## config.mk

```make
export PLATFORM = sky130hd
export DESIGN_NAME = osf_fault_logic
export DESIGN_NICKNAME = d
export VERILOG_FILES = /design/src/rtl/osf_pkg.sv /design/src/rtl/osf_fault_logic.sv
export SDC_FILE = /design/constraint.sdc
export NUM_CORES = 1
export LEC_CHECK = 0
export BUFFER_PORTS_ARGS = -buffer_cell sky130_fd_sc_hd__buf_4
export CORE_UTILIZATION = 50
export CTS_CLUSTER_DIAMETER = 80
export DETAILED_ROUTE_END_ITERATION = 6
export GPL_TIMING_DRIVEN = 0
export PLACE_DENSITY = 0.82
export SLEW_MARGIN = 15
export SYNTH_ARGS = -nofsm -noshare
export SYNTH_HDL_FRONTEND = slang
export SYNTH_SLANG_ARGS = --single-unit
```

## constraint.sdc

```tcl
create_clock -name hclk -period 5.6 [get_ports hclk]
set_input_delay 0.56 -clock hclk [delete_from_list [all_inputs] [get_ports hclk]]
set_output_delay 0.56 -clock hclk [all_outputs]
set_load 0.02 [all_outputs]
```

## src/rtl/osf_pkg.sv

```systemverilog
// Package of constants and types for the octal switch fault logic
package osf_pkg;

  // ------------------------------------------------------------
  // Geometry
  // ------------------------------------------------------------
  localparam int OSF_NCH = 8;                       // Output channels
  localparam int OSF_AW = 8;                        // Bus address bits decoded

  // ------------------------------------------------------------
  // Timing
  // ------------------------------------------------------------
  localparam int OSF_CLK_MHZ = 40;                  // hclk rate in MHz
  localparam int OSF_FDLY_US = 50;                  // Fault delay, inside 25..100 us
  localparam int OSF_FDLY_CYC = OSF_FDLY_US * OSF_CLK_MHZ; // Delay in cycles
  localparam int OSF_SHRT_US = 20;                  // Short shutdown bound
  localparam int OSF_SHRT_CYC = OSF_SHRT_US * OSF_CLK_MHZ; // Longest, rounded down
  localparam int OSF_CLIM_US = 5;                   // Current limit entry, least
  localparam int OSF_CLIM_CYC = OSF_CLIM_US * OSF_CLK_MHZ; // Least, rounded up

  // ------------------------------------------------------------
  // Register offsets (byte addresses)
  // ------------------------------------------------------------
  localparam logic [7:0] OSF_CTRL_OFS = 8'h00;      // Control bits
  localparam logic [7:0] OSF_STAT_OFS = 8'h04;      // Output drive state
  localparam logic [7:0] OSF_FLT_OFS = 8'h08;       // Fault summary
  localparam logic [7:0] OSF_SENS_OFS = 8'h0c;      // Fault sense inputs

  // ------------------------------------------------------------
  // Field positions and reset values
  // ------------------------------------------------------------
  localparam int OSF_CTRL_SPD = 0;                  // Short protect disable bit
  localparam int OSF_FLT_OV = 24;                   // Overvoltage latch bit
  localparam int OSF_FLT_DLY = 25;                  // Delay timer running bit
  localparam logic [7:0] OSF_ALL_OFF = 8'hff;       // Command word all off
  localparam logic [1:0] OSF_HTRANS_NONSEQ = 2'h2;  // AHB NONSEQ code
  localparam logic [2:0] OSF_HSIZE_WORD = 3'h2;     // AHB word size

  // ------------------------------------------------------------
  // Types
  // ------------------------------------------------------------
  typedef struct packed {
    logic [7:0] otemp;                              // Over-temperature sense
    logic [7:0] drain_low;                          // Drain below drain_threshold
    logic [7:0] ocur;                               // Overcurrent comparator
    logic ov;                                       // load_supply overvoltage
  } osf_sense_t;

  typedef enum logic [2:0] {
    OSF_IDLE = 3'b001,                              // Select high, no frame
    OSF_SHIFT = 3'b010,                             // Shifting a frame
    OSF_DONE = 3'b100                               // Frame ended, update
  } osf_state_t;

endpackage : osf_pkg

```

## src/rtl/osf_fault_logic.sv

```systemverilog
// Fault detection, latch-off and serial status logic of an octal low-side switch
//
// Decided for this implementation: the placing of the registers and the AHB-Lite interface to the registers.
`timescale 1ns/1ps
`default_nettype none
// What this block does
// - True status ready 25 to 100 us
// - Report four fault types, per output
// - Overvoltage forces all outputs off
// - Over-temperature turns off its output only
// - Thermally off output reads as off
// - After cooling, re-enable only on write
// - Overvoltage keeps outputs off until rewritten
// - First word after overvoltage reads all ones
// - No logic supply overvoltage detection
// - Open load checked only when commanded off
// - Open load when drain below threshold
// - Select rise starts fault delay timer
// - Open load flag clears by itself
// - Early short shuts down after delay
// - Late short shuts down within 20 us
// - Protect disabled: current limit, no shutdown
// - Disable input affects only overcurrent
// - Thermal limit latches only faulted output
// - Shorted output stays off until write
// - Status high when off unless open load, MSB is output 7
module osf_fault_logic
  import osf_pkg::*;
#(
  parameter int FDLY_CYC = OSF_FDLY_CYC            // Fault delay, shortenable
) (
  input wire logic hclk,                           // System clock
  input wire logic hresetn,                        // Async reset, active low
  input wire logic hsel,                           // AHB select
  input wire logic [31:0] haddr,                   // AHB address
  input wire logic [1:0] htrans,                   // AHB transfer type
  input wire logic hwrite,                         // AHB write
  input wire logic [2:0] hsize,                    // AHB size
  input wire logic [31:0] hwdata,                  // AHB write data
  input wire logic hready,                         // AHB bus ready
  output logic [31:0] hrdata,                      // AHB read data
  output logic hreadyout,                          // AHB slave ready
  output logic hresp,                              // AHB response
  input wire logic chip_select_low,                // Serial select, active low
  input wire logic sclk,                           // Serial clock
  input wire logic si,                             // Serial data in
  output logic so,                                 // Serial data out
  output logic so_oe,                              // Serial out enable
  input wire logic short_protect_disable,          // Pin: keep on in current limit
  input wire osf_sense_t sense,                    // Analog comparator outputs
  output logic [7:0] out_on,                       // Gate drive per output
  output logic [7:0] cur_limit                     // Current limited mode
);

  // ------------------------------------------------------------
  // Input synchronisers
  // ------------------------------------------------------------
  logic [2:0] pin_s1_q;                            // First stage, pins
  logic [2:0] pin_s2_q;                            // Second stage, pins
  logic pin_s3_q;                                  // Previous sclk for edges
  logic cs_prev_q;                                 // Previous select
  osf_sense_t sns_s1_q;                            // First stage, sense
  osf_sense_t sns_s2_q;                            // Second stage, sense
  logic spd_s1_q;                                  // First stage, disable pin
  logic spd_s2_q;                                  // Second stage, disable pin

  // Two flops on the serial pins, sense inputs and disable pin; only stage two is read
  always_ff @(posedge hclk or negedge hresetn) begin
    if (!hresetn) begin
      pin_s1_q <= 3'h7;
      pin_s2_q <= 3'h7;
      pin_s3_q <= 1'b0;
      cs_prev_q <= 1'b1;
      sns_s1_q <= '0;
      sns_s2_q <= '0;
      spd_s1_q <= 1'b0;
      spd_s2_q <= 1'b0;
    end else begin
      pin_s1_q <= {chip_select_low, sclk, si};
      pin_s2_q <= pin_s1_q;
      pin_s3_q <= pin_s2_q[1];
      cs_prev_q <= pin_s2_q[2];
      sns_s1_q <= sense;
      sns_s2_q <= sns_s1_q;
      spd_s1_q <= short_protect_disable;
      spd_s2_q <= spd_s1_q;
    end
  end

  logic cs_n;                                      // Synced select
  logic sclk_rise;                                 // Serial clock rising
  logic sclk_fall;                                 // Serial clock falling
  logic cs_fall;                                   // Frame start
  logic cs_rise;                                   // Frame end, latch command
  assign cs_n = pin_s2_q[2];
  assign sclk_rise = pin_s2_q[1] & ~pin_s3_q & ~cs_n;
  assign sclk_fall = ~pin_s2_q[1] & pin_s3_q & ~cs_n;
  assign cs_fall = cs_prev_q & ~cs_n;
  assign cs_rise = ~cs_prev_q & cs_n;

  // ------------------------------------------------------------
  // Software control register
  // ------------------------------------------------------------
  logic spd_sw_q;                                  // Software disable request
  logic spd_eff;                                   // Effective protect disable
  assign spd_eff = spd_s2_q | spd_sw_q;

  // ------------------------------------------------------------
  // Serial frame state machine and shifter
  // ------------------------------------------------------------
  osf_state_t st_q, st_d;                          // Frame state
  logic [7:0] sh_q, sh_d;                          // Shift register
  logic [7:0] cmd_q, cmd_d;                        // Latched command, low = on
  logic [7:0] stat_word;                           // Present status, loaded into shifter at frame start
  logic so_q, so_d;                                // Serial out flop
  logic ov_lat_q, ov_lat_d;                        // Overvoltage latched
  logic [7:0] ot_lat_q, ot_lat_d;                  // Thermal latched off
  logic [7:0] sc_lat_q, sc_lat_d;                  // Short latched off
  logic [7:0] drv;                                 // Present gate drive
  logic dly_done;                                  // Comparators enabled

  // Status: high for off, low for open load once the delay is done, forced all ones after overvoltage
  always_comb begin
    stat_word = ~drv;
    for (int i = 0; i < OSF_NCH; i++) begin
      if (cmd_q[i] && dly_done && sns_s2_q.drain_low[i]) begin
        stat_word[i] = 1'b0;
      end
    end
    if (ov_lat_q) begin
      stat_word = OSF_ALL_OFF;
    end
  end

  // Frame sequencing; commands only take effect at select rising
  always_comb begin
    st_d = st_q;
    sh_d = sh_q;
    cmd_d = cmd_q;
    so_d = so_q;
    case (st_q)
      OSF_IDLE: begin
        if (cs_fall) begin
          sh_d = stat_word;
          so_d = stat_word[OSF_NCH-1];
          st_d = OSF_SHIFT;
        end
      end
      OSF_SHIFT: begin
        if (cs_rise) begin
          st_d = OSF_DONE;
        end else if (sclk_rise) begin
          so_d = sh_q[OSF_NCH-1];
        end else if (sclk_fall) begin
          sh_d = {sh_q[OSF_NCH-2:0], pin_s2_q[0]};
        end
      end
      OSF_DONE: begin
        cmd_d = sh_q;
        st_d = OSF_IDLE;
      end
      default: st_d = OSF_IDLE;
    endcase
  end

  always_ff @(posedge hclk or negedge hresetn) begin
    if (!hresetn) begin
      st_q <= OSF_IDLE;
      sh_q <= '0;
      cmd_q <= OSF_ALL_OFF;
      so_q <= 1'b0;
    end else begin
      st_q <= st_d;
      sh_q <= sh_d;
      cmd_q <= cmd_d;
      so_q <= so_d;
    end
  end

  assign so = so_q;
  assign so_oe = ~cs_n;

  // ------------------------------------------------------------
  // Fault delay timer
  // ------------------------------------------------------------
  logic [$clog2(FDLY_CYC+1):0] dly_q, dly_d;       // Cycles left
  assign dly_done = (dly_q == '0);

  // Restarted by each select rising, counts down to zero
  always_comb begin
    dly_d = dly_q;
    if (cs_rise) begin
      dly_d = ($bits(dly_q))'(FDLY_CYC);
    end else if (!dly_done) begin
      dly_d = dly_q - 1'b1;
    end
  end

  // Starts running so status is valid only after the delay
  always_ff @(posedge hclk or negedge hresetn) begin
    if (!hresetn) begin
      dly_q <= ($bits(dly_q))'(FDLY_CYC);
    end else begin
      dly_q <= dly_d;
    end
  end

  // ------------------------------------------------------------
  // Protection latches
  // ------------------------------------------------------------
  // Thermal acts without the timer; short waits for it
  always_comb begin
    ov_lat_d = ov_lat_q;
    ot_lat_d = ot_lat_q;
    sc_lat_d = sc_lat_q;
    if (st_q == OSF_DONE) begin
      ot_lat_d = '0;
      sc_lat_d = '0;
      if (!sns_s2_q.ov) begin
        ov_lat_d = 1'b0;
      end
    end
    if (sns_s2_q.ov) begin
      ov_lat_d = 1'b1;
    end
    ot_lat_d = ot_lat_d | sns_s2_q.otemp;
    if (dly_done && !spd_eff) begin
      sc_lat_d = sc_lat_d | (sns_s2_q.ocur & ~cmd_q);
    end
  end

  always_ff @(posedge hclk or negedge hresetn) begin
    if (!hresetn) begin
      ov_lat_q <= 1'b0;
      ot_lat_q <= '0;
      sc_lat_q <= '0;
    end else begin
      ov_lat_q <= ov_lat_d;
      ot_lat_q <= ot_lat_d;
      sc_lat_q <= sc_lat_d;
    end
  end

  // Drive: commanded on and no latch; overvoltage kills all
  assign drv = ov_lat_q ? '0 : (~cmd_q & ~ot_lat_q & ~sc_lat_q);
  assign out_on = drv;
  assign cur_limit = drv & sns_s2_q.ocur & {OSF_NCH{spd_eff}};

  // ------------------------------------------------------------
  // AHB-Lite slave, zero wait states
  // ------------------------------------------------------------
  logic ap_wr_q, ap_wr_d;                          // Pending write
  logic ap_rd_q, ap_rd_d;                          // Pending read
  logic [7:0] ap_adr_q, ap_adr_d;                  // Latched address
  logic [31:0] rd_q, rd_d;                         // Read data
  logic spd_sw_d;                                  // Next control bit
  logic acc;                                       // Valid word access

  assign acc = hsel & hready & (htrans == OSF_HTRANS_NONSEQ) & (hsize == OSF_HSIZE_WORD);

  // Address phase capture, data phase write, read mux
  always_comb begin
    ap_wr_d = acc & hwrite;
    ap_rd_d = acc & ~hwrite;
    ap_adr_d = haddr[OSF_AW-1:0];
    spd_sw_d = spd_sw_q;
    rd_d = rd_q;
    if (ap_wr_q && ap_adr_q == OSF_CTRL_OFS) begin
      spd_sw_d = hwdata[OSF_CTRL_SPD];
    end
    if (acc && !hwrite) begin
      case (haddr[OSF_AW-1:0])
        OSF_CTRL_OFS: rd_d = {31'h0, spd_sw_q};
        OSF_STAT_OFS: rd_d = {16'h0, cmd_q, drv};
        OSF_FLT_OFS: rd_d = {6'h0, ~dly_done, ov_lat_q, ot_lat_q, sc_lat_q, stat_word};
        OSF_SENS_OFS: rd_d = {7'h0, sns_s2_q};
        default: rd_d = 32'h0;                     // Unmapped reads zero
      endcase
    end
  end

  always_ff @(posedge hclk or negedge hresetn) begin
    if (!hresetn) begin
      ap_wr_q <= 1'b0;
      ap_rd_q <= 1'b0;
      ap_adr_q <= '0;
      spd_sw_q <= 1'b0;
      rd_q <= '0;
    end else begin
      ap_wr_q <= ap_wr_d;
      ap_rd_q <= ap_rd_d;
      ap_adr_q <= ap_adr_d;
      spd_sw_q <= spd_sw_d;
      rd_q <= rd_d;
    end
  end

  assign hrdata = rd_q;
  assign hreadyout = 1'b1;
  assign hresp = 1'b0;

  // ------------------------------------------------------------
  // Checks
  // ------------------------------------------------------------
  property p_ov_all_off;
    @(posedge hclk) disable iff (!hresetn) sns_s2_q.ov |=> (out_on == 8'h00);
  endproperty
  a_ov_all_off: assert property (p_ov_all_off) else $error("drive on during overvoltage");

  property p_ot_off;
    @(posedge hclk) disable iff (!hresetn) (sns_s2_q.otemp != 8'h00) |=> ((out_on & $past(sns_s2_q.otemp)) == 8'h00);
  endproperty
  a_ot_off: assert property (p_ot_off) else $error("thermal output still on");

  property p_ot_stays;
    @(posedge hclk) disable iff (!hresetn) (ot_lat_q != 8'h00 && st_q != OSF_DONE)
      |=> ((ot_lat_q & $past(ot_lat_q)) == $past(ot_lat_q));
  endproperty
  a_ot_stays: assert property (p_ot_stays) else $error("thermal latch cleared without write");

  property p_ov_ff;
    @(posedge hclk) disable iff (!hresetn) (ov_lat_q && st_q == OSF_IDLE && cs_fall) |=> (sh_q == 8'hff);
  endproperty
  a_ov_ff: assert property (p_ov_ff) else $error("status not all ones after overvoltage");

  property p_dly_start;
    @(posedge hclk) disable iff (!hresetn) cs_rise |=> !dly_done [*8];
  endproperty
  a_dly_start: assert property (p_dly_start) else $error("delay not started on select rise");

  property p_no_early_short;
    @(posedge hclk) disable iff (!hresetn) (!dly_done && st_q != OSF_DONE) |=> ((sc_lat_q & ~$past(sc_lat_q)) == 8'h00);
  endproperty
  a_no_early_short: assert property (p_no_early_short) else $error("short latched inside delay");

  property p_late_short;
    @(posedge hclk) disable iff (!hresetn) (dly_done && !spd_eff && ((sns_s2_q.ocur & ~cmd_q) != 8'h00))
      |=> ((out_on & $past(sns_s2_q.ocur) & ~$past(cmd_q)) == 8'h00);
  endproperty
  a_late_short: assert property (p_late_short) else $error("late short not shut down");

  property p_spd_no_latch;
    @(posedge hclk) disable iff (!hresetn) (spd_eff && st_q != OSF_DONE) |=> ((sc_lat_q & ~$past(sc_lat_q)) == 8'h00);
  endproperty
  a_spd_no_latch: assert property (p_spd_no_latch) else $error("short latched while disabled");

  property p_off_reads_high;
    @(posedge hclk) disable iff (!hresetn) !ov_lat_q
      |-> (((stat_word | drv | (cmd_q & sns_s2_q.drain_low)) == 8'hff) && ((stat_word & drv) == 8'h00));
  endproperty
  a_off_reads_high: assert property (p_off_reads_high) else $error("off output reads low");

endmodule : osf_fault_logic
`default_nettype wire

```

==> reports/qor.csv, run 1 <==
metric;value;unit
io_pins;155;
num_vias;4331;
hold_viol;0;
regArea;0.00366;mm²
fin_worst_skew;0.0143;ns
finalCritPeriodShare;54.2;%
row_count;38;
grt_start_max_net_pins;85;
setup_viol;0;
final_cell_area;0.00731;mm²
swShare;23.3;%
wl_per_cell;19.0;µm
layout_common_cells;dfrtp_1 (123), buf_4 (98), nand2_1 (47);
wl;14.0;mm
dp_hpwl;9.33;mm
drv_cap;0;
hold_buffers;0;
combPwrFrac;8.5;%
holdCritPathClass;input pin to async pin;
place_ws;2.85;ns
ys.flop_type;dfrtp_1;
fin_nets;688;
fillers;820;
power.internal;2.03;mW
start_kind;flip-flop;
die-area;0.0119;mm²
area_growth;27.1;%
cp-end-kind;output port;
diodes;0;
drive_gt1_share;30.9;%
cts_buffers;17;
powerDensity;362;mW/mm²
die-height;109;µm
placedCellCount;704;
synthCells;466;
ys_seq_area_share;63.5;%
synth-edff-count;0;
layout_commonest_cell;dfrtp_1;
grt_first_pass_wirelength;22.0;mm
worstSkewPairLatency;0.43;ns
grt-ovfl-total;0;
max_freq;330;MHz
cts_resized;0;
start_util;52.2;%
synthesis.area;0.00575;mm²
status;complete, no violations;
r2r-end;so;
synth_seq_cells;145;
tightest_slew;1.09;ns
drc;0;
cts_sinks;145;
totalNegativeSetupSlack;0;ns
cp.required;5.04;ns
power.total;2.64;mW
period_minus_slack;3.03;ns
final_cells;736;
gp_congestion;0.886;
slew_headroom;26.6;%
p_sw;617;µW
ys_warn_count;0;
drt_iter0_drc;479;
clk_pin_slew;0.06;ns
post_dp_cell_area;0.00667;mm²
fin_ws;2.57;ns
cts_max_level;4;
vias_per_cell;5.88;
crit_fanout;9;
root_buffer;clkbuf_16;
reg2reg_depth;7;
leakagePower;3.28;nW
timing.final.max_slew_violations;0;
core;0.0110;mm²
seqPwrFrac;45.4;%
cp_data_arrival_time;2.47;ns
track_usage;25.3;%
rrSetupSlack;3.14;ns
ant_nets;0;
cts_tree;yes;
max-vdd-ir-drop;0.245;mV
multiInputGateArea;0.00195;mm²
r2r-start;dly_q[0];
antenna_found_initial;0;
die_w;109;µm
grt_pass1_vias;4204;
ys_types;57;
io_buffers;91;
p_clk_share;46.1;%
syn_area_per_cell;12.3;µm²
grt_setup_unrepaired;false;
drt_pass1_iterations;6;
cts_max_path_buffers;2;
async_flop_share;100;%
cts_setup_buffers;0;
setup.worst_path.class;flip-flop to output port;
## critical path, cell delays in order, from the launching register on
cell and delay, ns:
dfrtp_1 0.36, clkbuf_1 0.25, nor4_1 0.99, and3_1 0.30
buf_4 0.15
## how the worst max path moves through the flow
stage | to | startpoint | slack (ns)
final | cur_limit[1] | ov_lat_q | 2.57
after global routing | cur_limit[3] | ov_lat_q | 2.53
after CTS | cur_limit[1] | ov_lat_q | 2.63
after detailed placement | hrdata[6] | haddr[3] | 2.85
after global placement | hrdata[5] | haddr[3] | 2.94
after floorplan | cur_limit[1] | ov_lat_q | 3.15
## per-stage QoR
stage          util, %  hold WS (ns)
6_report          66.3        0.0508
5_1_grt           66.3        0.0899
4_1_cts           66.3        0.0827
3_5_place_dp      60.5         0.335
3_3_place_gp      60.1         0.333
2_1_floorplan        -         0.264
## cell usage after synthesis (all sizes together) (5+ instances only)
cell type    n  area [µm²]
nor4        19         125
nand2b      13        83.8
dfrtp      123        3080
mux2        19         214
clkbuf      14        52.6
o32ai        7        61.3
o21ai       38         190
a21oi        6        30.0
a22o         7        61.3
nand3b       8        60.1
nor2        13        48.8
o31a         6        52.6
a21o        10        75.1
mux2i       16         160
buf         15         104
dfstp       22         578
nor3        11        66.3
a211o        5        43.8
and3         9        56.3
nand2       47         176
nand3        6        30.0
a22oi        9        67.6
## cells by family after synthesis
family,count (synthesis),share of synthesized area [%]
AOI/OAI and AO/OA,97,11.4
buffers and inverters,33,2.98
muxes,35,6.50
other,2,0.131
DFF,145,63.5
and+or+nand+nor,149,14.5
xor gates and xnor gates,3,0.457
adders and majority gates,2,0.435
## per-layer routing
metal / vias to the layer above / part of all wire [%] / global-route usage (%) / routed length (µm)
li1: 1920 / - / - / -
met4: 0 / 3.3 / 11.9 / 461
met2: 260 / 47 / 38.5 / 6570
met1: 2096 / 40 / 34.0 / 5540
met5: - / 0 / 0 / 0
met3: 55 / 9.9 / 6.75 / 1390
## final cells by class
| class | count | area share [%] |
|---|---|---|
| Sequential cell | 145 | 50.0 |
| Multi-Input combinational cell | 294 | 26.6 |
| Timing Repair Buffer | 92 | 9.82 |
| Clock buffer | 19 | 5.92 |
| Clock inverter | 13 | 2.86 |
| Tap cell | 140 | 2.40 |
| Buffer | 29 | 2.14 |
| Inverter | 4 | 0.205 |
## registers in the layout (all words and copies together) (netlist names), 3 cells and up
register	flops
pin_s1_q	3
hrdata	26
st_q	3
sc_lat_q	8
sh_q	8
sns_s1_q	25
ap_adr_q	8
ot_lat_q	8
sns_s2_q	25
cmd_q	8
dly_q	12
pin_s2_q	3
## power by group through the flow
stage / combinational (mW) / sequential (mW) / clock (mW)
floorplan: 0.138 / 1.19 / 0
global placement: 0.207 / 1.21 / 0
detailed placement: 0.221 / 1.21 / 0
CTS: 0.224 / 1.20 / 1.22
global route: 0.250 / 1.21 / 1.28
finish: 0.224 / 1.20 / 1.22
No activity file was read; power rests on OpenSTA's default activity.
==> inputs of run 2 (changes only) <==
==> constraint.sdc (replaced) <==
create_clock -name hclk -period 3 [get_ports hclk]
set_input_delay 0.3 -clock hclk [delete_from_list [all_inputs] [get_ports hclk]]
set_output_delay 0.3 -clock hclk [all_outputs]
set_load 0.02 [all_outputs]
==> reports/qor.csv, run 2 (synthesis results as in run 1) <==
metric;value;unit
crit_fanout;9;
drive_gt1_share;29.1;%
final_cells;773;
multiInputGateArea;0.00195;mm²
drt_iter0_drc;508;
cts_max_level;4;
drc;0;
cts_max_path_buffers;2;
drv_cap;0;
cp-end-kind;output port;
totalNegativeSetupSlack;0;ns
layout_commonest_cell;dfrtp_1;
cts_sinks;145;
p_clk_share;45.7;%
grt_start_max_net_pins;85;
drt_pass1_iterations;5;
grt_first_pass_wirelength;22.8;mm
slew_headroom;24.0;%
timing.final.max_slew_violations;0;
powerDensity;647;mW/mm²
period_minus_slack;2.81;ns
row_count;38;
root_buffer;clkbuf_16;
cp.required;2.70;ns
gp_congestion;0.886;
fin_worst_skew;0.0103;ns
setup.worst_path.class;flip-flop to output port;
dp_hpwl;9.33;mm
tightest_slew;1.13;ns
track_usage;26.2;%
largest_reg_flops;26;
clk_pin_slew;0.06;ns
cts_buffers;17;
grt_setup_unrepaired;false;
hold_viol;0;
swShare;23.3;%
wl;14.3;mm
holdCritPathClass;input pin to flip-flop;
start_util;52.2;%
grt-ovfl-total;0;
io_buffers;91;
setup_viol;0;
max_freq;356;MHz
start_kind;flip-flop;
regArea;0.00366;mm²
cts_tree;yes;
grt_pass1_vias;4388;
num_vias;4465;
diodes;0;
vias_per_cell;5.78;
finalCritPeriodShare;93.8;%
io_pins;155;
max-vdd-ir-drop;0.460;mV
p_sw;1.16;mW
cts_resized;0;
die-height;109;µm
fillers;764;
fin_nets;725;
cts_setup_buffers;0;
cp_data_arrival_time;2.51;ns
die-area;0.0119;mm²
die_w;109;µm
wl_per_cell;18.5;µm
seqPwrFrac;45.1;%
core;0.0110;mm²
layout_common_cells;dfrtp_1 (123), buf_4 (98), nand2_1 (47);
ant_nets;0;
status;complete, no violations;
combPwrFrac;9.2;%
leakagePower;3.43;nW
placedCellCount;704;
antenna_found_initial;0;
worstSkewPairLatency;0.42;ns
area_growth;33.5;%
power.internal;3.81;mW
## run 2: cell types whose count changed in the layout (fill, tap and decap cells not counted), sizes merged
cell / previous run / this run
dlygate4sd3: 0 / 37
## run 2: final timing paths
path                        startpoint      endpoint  slack (ns)  depth (start not counted)
max in group asynchronous      hresetn      dly_q[4]        1.85                          3
min reg2reg                sns_s1_q[0]   sns_s2_q[0]        0.35                          0
min in group asynchronous      hresetn  sns_s1_q[21]        0.38                          2
max reg2reg                   dly_q[0]            so        0.56                          7
min                           haddr[2]   ap_adr_q[2]        0.02                          1
max                           ov_lat_q  cur_limit[3]        0.19                          4
## run 2: per-stage QoR
stage          total power, mW  hold WS, ns  cell area [µm²]  utilization, %  worst slack, ns
4_1_cts                   4.98      0.00558             7670            69.5            0.286
2_1_floorplan             2.49      0.00441             5780               -            0.812
3_5_place_dp              2.68        0.256             6670            60.5            0.512
6_report                  4.97       0.0245             7680            69.6            0.187
5_1_grt                   5.15       0.0184             7680            69.6            0.159
3_3_place_gp              2.64        0.333             6630            60.1            0.601
## run 2: critical path, cell delays in order, from the launching register on
cell and delay [ns]:
dfrtp_1 0.36, clkbuf_1 0.25, nor4_1 1.02, and3_1 0.31
buf_4 0.15
## run 2: area by class of cell
cell class | instances | area share [%]
flip-flops and latches | 145 | 47.6
multi-input cells | 294 | 25.4
repair buffers | 129 | 14.2
clock buffers | 19 | 5.64
clock inverters | 13 | 2.72
well taps | 140 | 2.28
plain buffers | 29 | 2.04
inverters | 4 | 0.195
## run 2: repair_timing
action,CTS,global route
endpoints found under the setup margin,0,0
endpoints found under the hold margin,83,1
hold buffers,36,1
## run 2: power by group through the flow
stage / clock (mW) / sequential (mW) / combinational [mW]
2_1_floorplan: 0 / 2.23 / 0.258
3_3_place_gp: 0 / 2.26 / 0.386
3_5_place_dp: 0 / 2.26 / 0.412
4_1_cts: 2.29 / 2.24 / 0.456
5_1_grt: 2.38 / 2.26 / 0.509
6_report: 2.27 / 2.24 / 0.458
## run 2: metal layers
metal / track usage (%) / up-vias / wire length (µm)
li1: - / 1994 / -
met1: 34.5 / 2179 / 5750
met2: 40.8 / 254 / 6940
met3: 6.75 / 38 / 1280
met4: 11.9 / 0 / 367
met5: 0 / - / 0
